<file path="config.mk">
export PLATFORM = sky130hd
export DESIGN_NAME = wmul_core
export DESIGN_NICKNAME = d
export VERILOG_FILES = /design/src/hdl/wmul_pkg.sv /design/src/hdl/wmul_core.sv /design/src/hdl/wmul_multiplier.sv
export VERILOG_INCLUDE_DIRS = /design/src /design/src/hdl
export SDC_FILE = /design/constraint.sdc
export NUM_CORES = 1
export LEC_CHECK = 0
export ABC_AREA = 1
export ABC_CLOCK_PERIOD_IN_PS = 7100
export BUFFER_PORTS_ARGS = -buffer_cell sky130_fd_sc_hd__buf_2
export CORE_ASPECT_RATIO = 0.6
export CORE_MARGIN = 8
export CORE_UTILIZATION = 54
export CTS_CLUSTER_DIAMETER = 30
export CTS_CLUSTER_SIZE = 8
export DETAILED_ROUTE_END_ITERATION = 8
export PLACE_DENSITY = 0.79
export SETUP_SLACK_MARGIN = 0.5
export SYNTH_ARGS = -nofsm -noshare
export SYNTH_HDL_FRONTEND = slang
export SYNTH_SLANG_ARGS = --single-unit
</file>
<file path="constraint.sdc">
create_clock -name clock_in -period 7.1 [get_ports clock_in]
set_clock_uncertainty 0.2 [all_clocks]
set_input_delay 1.42 -clock clock_in [delete_from_list [all_inputs] [get_ports clock_in]]
set_output_delay 1.42 -clock clock_in [all_outputs]
set_load 0.05 [all_outputs]
</file>
<file path="src/hdl/wmul_defines.svh">
// offsets, field positions and timing counts for the wreg-by-file multiply datapath
`ifndef WMUL_DEFINES_SVH
`define WMUL_DEFINES_SVH
`define WMUL_OPC_HI          15
`define WMUL_OPC_LO          9
`define WMUL_OPC_VAL         7'h01
`define WMUL_ACCESS_BIT      8
`define WMUL_FADDR_HI        7
`define WMUL_ILO_LIMIT       8'h5F
`define WMUL_ACCESS_SPLIT    8'h80
`define WMUL_SFR_BANK        4'hF
`define WMUL_BANK_RESET      4'h0
`define WMUL_WREG_RESET      8'h00
`define WMUL_PROD_RESET      8'h00
`define WMUL_QUARTERS        2'h3
`endif

</file>
<file path="src/hdl/wmul_pkg.sv">
// types for the wreg-by-file multiply datapath
package wmul_pkg;
  typedef enum logic [1:0] {
    WMUL_Q1_DECODE,
    WMUL_Q2_READ,
    WMUL_Q3_PROCESS,
    WMUL_Q4_WRITE
  } wmul_quarter_t;

  typedef struct packed {
    logic [7:0] high;
    logic [7:0] low;
  } wmul_product_t;

  typedef struct packed {
    logic       valid;
    logic       access;
    logic [7:0] faddr;
  } wmul_decode_t;
endpackage : wmul_pkg

</file>
<file path="src/hdl/wmul_core.sv">
// wreg-by-file multiply: decode, file read, multiply, product write over four quarters
// Operation
// - w and file byte are unsigned 8-bit operands multiplied together
// - full 16-bit product goes to high and low product byte registers
// - neither wreg nor the source file register is modified
// - no status flag changes; no carry, overflow or zero signalled
// - access bit 0 reads access bank; 1 uses bank selector register
// - access 0 with extended set and address up to 95 uses indexed offset
// - one word, one cycle: decode, read, process, write in four quarters
`timescale 1ns/1ps
`include "wmul_defines.svh"
module wmul_core
  import wmul_pkg::*;
(
  input  wire logic        clock_in,          // core clock, 100 MHz
  input  wire logic        sys_rst_in,        // synchronous reset, active high
  input  wire logic        instr_valid_in,    // fetched word valid at q1
  input  wire logic [15:0] instr_word_in,     // program word
  input  wire logic        ext_set_en_in,     // extended instruction set enabled
  input  wire logic [3:0]  bank_selector_reg_in, // bank selector register
  input  wire logic [11:0] index_base_in,     // index pointer for indexed offset
  input  wire logic [7:0]  wreg_in,           // working register value
  input  wire logic [7:0]  file_rdata_in,     // file data, valid in q2
  input  wire logic [7:0]  status_in,         // current status flags
  output logic             file_rd_out,       // file read strobe (q2)
  output logic [11:0]      file_addr_out,     // resolved file address
  output logic             file_wr_out,       // file write strobe, never raised
  output logic             wreg_wr_out,       // wreg write strobe, never raised
  output logic             status_wr_out,     // status write strobe, never raised
  output logic [7:0]       status_out,        // status passed back unchanged
  output logic [7:0]       product_high_byte_out, // product high byte
  output logic [7:0]       product_low_byte_out,  // product low byte
  output logic             prod_wr_out,       // product written this cycle
  output logic             busy_out           // instruction in flight
);
  wmul_quarter_t quarter;
  wmul_quarter_t next_quarter;
  wmul_decode_t  dec;
  wmul_decode_t  next_dec;
  logic [7:0]    op_w;
  logic [7:0]    next_op_w;
  logic [7:0]    op_f;
  logic [7:0]    next_op_f;
  wmul_product_t prod;
  wmul_product_t next_prod;
  wmul_product_t mul_res;
  logic          next_file_rd;
  logic [11:0]   next_file_addr;
  logic          next_prod_wr;
  logic          next_busy;
  logic [7:0]    next_status;

  function automatic logic is_multiply(input logic [15:0] w);
    is_multiply = (w[`WMUL_OPC_HI:`WMUL_OPC_LO] == `WMUL_OPC_VAL);
  endfunction : is_multiply

  // resolves the 12-bit data address for an 8-bit operand field
  function automatic logic [11:0] resolve_addr(input logic acc, input logic [7:0] f,
                                               input logic ext, input logic [3:0] bank,
                                               input logic [11:0] base);
    if (acc) begin
      resolve_addr = {bank, f};
    end else if (ext && (f <= `WMUL_ILO_LIMIT)) begin
      resolve_addr = 12'(base + {4'h0, f});
    end else if (f < `WMUL_ACCESS_SPLIT) begin
      resolve_addr = {4'h0, f};
    end else begin
      resolve_addr = {`WMUL_SFR_BANK, f};
    end
  endfunction : resolve_addr

  wmul_multiplier u_mul (
    .a_in     (op_w),
    .b_in     (op_f),
    .prod_out (mul_res)
  );

  always_comb begin
    next_quarter   = quarter;
    next_dec       = dec;
    next_op_w      = op_w;
    next_op_f      = op_f;
    next_prod      = prod;
    next_file_rd   = 1'b0;
    next_file_addr = file_addr_out;
    next_prod_wr   = 1'b0;
    next_busy      = busy_out;
    next_status    = status_in;
    case (quarter)
      WMUL_Q1_DECODE: begin
        if (instr_valid_in && is_multiply(instr_word_in)) begin
          next_dec.valid  = 1'b1;
          next_dec.access = instr_word_in[`WMUL_ACCESS_BIT];
          next_dec.faddr  = instr_word_in[`WMUL_FADDR_HI:0];
          next_file_addr  = resolve_addr(instr_word_in[`WMUL_ACCESS_BIT],
                                         instr_word_in[`WMUL_FADDR_HI:0], ext_set_en_in,
                                         bank_selector_reg_in, index_base_in);
          next_file_rd    = 1'b1;
          next_busy       = 1'b1;
          next_quarter    = WMUL_Q2_READ;
        end
      end
      WMUL_Q2_READ: begin
        next_op_w    = wreg_in;
        next_op_f    = file_rdata_in;
        next_quarter = WMUL_Q3_PROCESS;
      end
      WMUL_Q3_PROCESS: begin
        next_prod    = mul_res;
        next_prod_wr = 1'b1;
        next_quarter = WMUL_Q4_WRITE;
      end
      WMUL_Q4_WRITE: begin
        next_dec.valid = 1'b0;
        next_busy      = 1'b0;
        next_quarter   = WMUL_Q1_DECODE;
      end
      default: begin
        next_quarter = WMUL_Q1_DECODE;
      end
    endcase
  end

  always_ff @(posedge clock_in) begin
    if (sys_rst_in) begin
      quarter               <= WMUL_Q1_DECODE;
      dec                   <= '0;
      op_w                  <= `WMUL_WREG_RESET;
      op_f                  <= `WMUL_WREG_RESET;
      prod                  <= '{high: `WMUL_PROD_RESET, low: `WMUL_PROD_RESET};
      file_rd_out           <= 1'b0;
      file_addr_out         <= 12'h000;
      prod_wr_out           <= 1'b0;
      busy_out              <= 1'b0;
      status_out            <= 8'h00;
      file_wr_out           <= 1'b0;
      wreg_wr_out           <= 1'b0;
      status_wr_out         <= 1'b0;
      product_high_byte_out <= `WMUL_PROD_RESET;
      product_low_byte_out  <= `WMUL_PROD_RESET;
    end else begin
      quarter               <= next_quarter;
      dec                   <= next_dec;
      op_w                  <= next_op_w;
      op_f                  <= next_op_f;
      prod                  <= next_prod;
      file_rd_out           <= next_file_rd;
      file_addr_out         <= next_file_addr;
      prod_wr_out           <= next_prod_wr;
      busy_out              <= next_busy;
      status_out            <= next_status;
      // operands are only read, never written back
      file_wr_out           <= 1'b0;
      wreg_wr_out           <= 1'b0;
      status_wr_out         <= 1'b0;
      product_high_byte_out <= next_prod.high;
      product_low_byte_out  <= next_prod.low;
    end
  end

  // helper: operands captured for checking the product
  logic [15:0] chk_prod;
  assign chk_prod = {8'h00, op_w} * {8'h00, op_f};
endmodule : wmul_core

</file>
<file path="src/hdl/wmul_multiplier.sv">
// combinational unsigned 8x8 multiplier
`timescale 1ns/1ps
module wmul_multiplier
  import wmul_pkg::*;
(
  input  wire logic [7:0]    a_in,       // wreg operand
  input  wire logic [7:0]    b_in,       // file operand
  output wmul_product_t      prod_out    // full product
);
  logic [15:0] full;
  always_comb begin
    full     = 16'({8'h00, a_in} * {8'h00, b_in});
    prod_out = '{high: full[15:8], low: full[7:0]};
  end
endmodule : wmul_multiplier

</file>
# --- Word level (Yosys, flattened, before mapping) ---
# Index checks and enable logic that the tools add are counted.
word_totals:
  register_bits: 57
  in_bits: 60
  output_inout_bits: 42
  wordCells: 36
op_classes:
  n_addsub: 1
  n_mul: 1
  order_cmp: 2
  eq_ne: 5
  muxes: 9
  bitwise: 1
  reduce_logical: 7
ops:
  columns: ["operator", "n"]
  rows:
  - ["12-bit two-way mux", 3]
  - ["8-bit by 8-bit multiplier with 16-bit output", 1]
  - ["12-bit by 8-bit adder with 12-bit output", 1]
  - ["8-bit by 7-bit less-or-equal comparator with 1-bit output, second input constant", 1]
  - ["8-bit < comparator, second input constant", 1]
  - ["2-bit one-hot mux with 4 select lines", 1]
  - ["7-bit by 1-bit equality test with 1-bit output, second input constant", 1]
  - ["2-bit equality test, second input constant", 2]
  - ["2-bit AND reduction", 2]
  - ["1-bit two-way mux", 3]
  - ["2-bit by 1-bit equality test with 1-bit output, second input constant", 1]
  - ["1-bit logical AND", 2]
  - ["2-bit zero test", 1]
  - ["2-bit two-way mux", 1]
  - ["2-bit inequality test, second input constant", 1]
  - ["1-bit one-hot mux with 2 select lines", 1]
  - ["2-bit nonzero test", 1]
  - ["2-bit OR reduction", 1]
  - ["1-bit NOT", 1]

# --- Longest topological paths before layout ---
logic_depth:
  depth_word: 4
  ltp_mapped: 20
  ltp_nobuf: 19

# --- Hierarchy ---
# A second synthesis with hierarchy kept.
unflattened:
  hier_cells: 768
  area_unflattened_um2: 5178.7
by_module_without_submodules:
  columns: ["module", "instances", "cells_per_inst", "area_each_um2"]
  rows:
  - ["wmul_core", 1, 393, 2782.7]
  - ["wmul_multiplier", 1, 375, 2396.0]

# --- Least setup slack after synthesis ---
# Ideal clock, no wire load.
synth_path:
  kind: "reg2reg"
  start: "register op_w[0]"
  end: "register prod[12] (netlist name)"
  setup_ns: 0.117
  arrival_time_ns: 3.930
  setup_slack_ns: 2.853
  stages_incl_launch_ff: 19
  n_path_buf: 1
  synth_period_minus_slack_ns: 4.247
  cell_sequence: "dfxtp_1 -> clkbuf_1 -> nand2_1 -> fa_1 -> fa_1 -> inv_1 -> fa_1 -> inv_1 -> fa_1 -> inv_1 -> ha_1 -> a21oi_1 -> inv_1 -> o21ai_0 -> nand3_1 -> nand2_1 -> nand3_1 -> o211ai_1 -> inv_1"
synth_between:
  elab_chain_cells: 1
synth_lines:
  columns: ["element", "line_no", "source"]
  rows:
  - ["from (decl)", "wmul_core.sv:40", "logic [7:0] op_w;"]
  - ["from (signal assigned)", "wmul_core.sv:128", "op_w <= `WMUL_WREG_RESET;"]
  - ["from (signal assigned)", "wmul_core.sv:144", "op_w <= next_op_w;"]
  - ["8-bit by 8-bit multiplier with 16-bit output", null, null]
  - ["to (signal assigned)", "wmul_core.sv:130", "prod <= '{high: `WMUL_PROD_RESET, low: `WMUL_PROD_RESET};"]
  - ["to (signal assigned)", "wmul_core.sv:146", "prod <= next_prod;"]
  - ["to (decl)", "wmul_core.sv:44", "wmul_product_t prod;"]
# No other way between the ends.
# A chain may end at the register's enable or synchronous reset.

# --- Final worst setup path ---
layout_path:
  start: "register op_f[4]"
  end: "register prod[12] (netlist name)"
layout_between:
  elab_chain_cells: 1
layout_lines:
  columns: ["element", "line_no", "source"]
  rows:
  - ["from (decl)", "wmul_core.sv:42", "logic [7:0] op_f;"]
  - ["from (signal assigned)", "wmul_core.sv:129", "op_f <= `WMUL_WREG_RESET;"]
  - ["from (signal assigned)", "wmul_core.sv:145", "op_f <= next_op_f;"]
  - ["8-bit by 8-bit multiplier with 16-bit output", null, null]
# No other way between the ends.

==> flow_summary.ini <==
[status]
status = finished clean

[sta]
finalWorstSetupSlack_ns = 2.415
slew_headroom_pct = 27.30
fmax_ghz = 0.2134
period_needed_ns = 4.685
post-route-period-util_pct = 65.99
fin_setup_tns_ns = 0
finalSetupViolations = 0
maxSlewViolCount = 0
worstMarginPinSlew_ns = 1.089
rsz0062_at_grt = false
hold_viol_final = 0

[critical_path]
cpMostUsedCell = inv_1
path_cells = nand2_1 > fa_1 > fa_1 > inv_1 > fa_1 > inv_1 > fa_1 > inv_1 > ha_1 > a21oi_1 > inv_1 > o21ai_0 > nand3_1 > nand2_1 > nand3_1 > o211ai_1 > inv_1
rr_startpoint = op_f[4]
endpoint_kind = flip-flop
crit_buf_inv = 5
cp_top_family = adder cells
cp.arrival_ns = 4.70
cp-start-kind = flip-flop
max_stage_delay_ns = 0.53
worstSetupPathType = flip-flop to flip-flop
cp_max_fo = 9
slowest_stage = dfxtp_1
setup.worst_path.start = op_f[4]
required_ns = 7.12

[worst_hold_path]
hold_class = flip-flop to flip-flop
hp-start = file_addr_out[8]

[yosys]
synth.yosys.warnings = 0
synth.distinct_cells = 32
syn_avg_cell_area_um2 = 6.913
synth.largest_area_cell = dfxtp_1
synth-main-ff-cell = dfxtp_1
synth_edf_count = 0
ys_async_sr_fraction_pct = 0
yosys-top-cells-area = dfxtp_1, fa_1, inv_1, ha_1, nand2_1
syn_inst = 728
syn_area_um2 = 5032
yosysTopAreaCellShare_pct = 22.68
synth_seq_cells = 57
seq_area_frac_synth_pct = 22.68

[global_route]
grt_remaining_overflow = 0
antenna_found_initial = 0
first_global_vias = 4849
track_usage_pct = 21.80
grt_max_degree = 36
grt_pass1_wl_um = 22880

[route]
drt_wl_total_um = 13500
wl_per_cell_um = 14.54
dr.first_iter.drc_count = 410
drc = 0
viasPerCell = 5.145
firstDrtPassIters = 5
ant_nets = 0
via_count = 4775

[die]
die_w_um = 140.6
core.rowCount = 27
fp.dieH_um = 90.78
start_util_pct = 55.17
die_area_um2 = 12770
ios = 102
core_um2 = 9121

[placed_design]
routabilityCongestion = 0.9242
portBuffers = 98
dpl-instance-area_um2 = 5532
pre_cts_ws_ns = 2.600
dpl.hpwl_um = 10580

[pwr]
powerDensity_nw_per_um2 = 175.0
ir_worst_vdd_v = 0.0001214
leakage_nw = 3.629

[clocking]
cts_tree = yes
root_buffer = clkbuf_16
postCtsHoldBufs = 0
insertion_delay_ns = 0.33
post_cts_resized = 0
clockBufferDepth = 2
cts.sinks = 57
cts_made_buffers = 9
ctsHtreeMaxLevel = 3
path_clk_slew_ns = 0.05
post_cts_buffers = 0

[flow_run]
maxCapViolations = 0

[cells_and_area]
nNetsFinal = 953
multi_input_area_um2 = 3128
seqCellArea_um2 = 1141
postLayoutCellArea_um2 = 5838
diodes = 0
syn_to_final_growth_pct = 16.01
drive_gt1_share_pct = 15.52
fillers = 823
## cells in the final DEF, fill, tap and decap left out, types with 3 or more instances in the layout
cell,count
a21o_1,3
o211ai_1,5
inv_1,166
o21ai_1,8
o21ai_0,36
xor2_1,5
clkbuf_16,9
conb_1,3
ha_1,49
nand3_1,33
nand4_1,7
a21oi_1,33
nand2_1,138
dfxtp_1,57
fa_1,37
buf_2,98
nor2_1,98
a21oi_2,4
## per-layer routing
metal	global-route usage (%)	part of all wire, %	wire length, um
met1	30.28	49	6597
met2	32.61	41	5531
met3	6.544	9.3	1261
met4	4.270	0.80	108
met5	0	0	0
## metrics by stage
| step | utilization (%) | hold slack, ns | cells | power, mW |
|---|---|---|---|---|
| after floorplan | - | 0.2961 | 730 | 0.5160 |
| after global placement | 60.64 | 0.2533 | 912 | 0.5652 |
| after CTS | 64.01 | 0.2675 | 928 | 1.023 |
| after detailed placement | 60.64 | 0.2590 | 912 | 0.5746 |
| final | 64.01 | 0.2654 | 928 | 1.022 |
| after global routing | 64.01 | 0.2898 | 928 | 1.067 |
## sequential cells by signal, summed over array words and instances, names as in the netlist
register,count
prod,16
file_rd_out,1
op_f,8
file_addr_out,12
status_out,8
op_w,8
busy_out,1
prod_wr_out,1
quarter,2
## worst register-to-register path, stage by stage (launching register included)
cell	delay, ns
dfxtp_1	0.53
nand2_1	0.16
fa_1	0.53
fa_1	0.51
inv_1	0.06
fa_1	0.53
inv_1	0.06
fa_1	0.53
inv_1	0.04
ha_1	0.34
a21oi_1	0.23
inv_1	0.08
o21ai_0	0.26
nand3_1	0.16
nand2_1	0.10
nand3_1	0.06
o211ai_1	0.12
inv_1	0.07
## power by group
group	switching (mW)	internal [mW]
registers	0.0529	0.344
clock network	0.166	0.281
logic	0.117	0.0606
total	0.336	0.686
## worst paths after layout
check / slack (ns) / to / depth (start not counted)
min reg2reg: 0.27 / file_addr_out[8] / 2
max: 2.41 / prod[12] / 17
min: 0.27 / file_addr_out[8] / 2
max reg2reg: 2.41 / prod[12] / 17
## cell families (layout without fill, tap and decap cells)
group	Yosys count	after routing	share of synthesized area, %
other	1	3	0.07452
AND/OR/NAND/NOR	284	284	23.22
flip-flops	57	57	22.68
adder cells (fa/ha/maj)	86	86	26.90
AO/OA/AOI/OAI	94	94	10.59
XOR/XNOR	7	7	1.218
buffers and inverters	199	281	15.32
## final cells by class
type                            count  area share (%)
Inverter                          167           10.74
Multi-Input combinational cell    474           53.58
Sequential cell                    57           19.55
Clock inverter                      6           1.157
Clock buffer                       10           4.093
Timing Repair Buffer               98           8.401
Tap cell                          116           2.486
## Yosys cell counts, types with 2 or more instances
master / instances
inv_1: 166
nand2_1: 138
nor2_1: 98
dfxtp_1: 57
ha_1: 49
fa_1: 37
o21ai_0: 36
a21oi_1: 33
nand3_1: 33
clkbuf_1: 26
o21ai_1: 8
nand4_1: 7
o211ai_1: 5
xor2_1: 5
a21oi_2: 4
buf_4: 4
a21o_1: 3
a211oi_2: 2
nor3_1: 2
or2_1: 2
xnor2_1: 2
(Power assumes the default switching activity.)
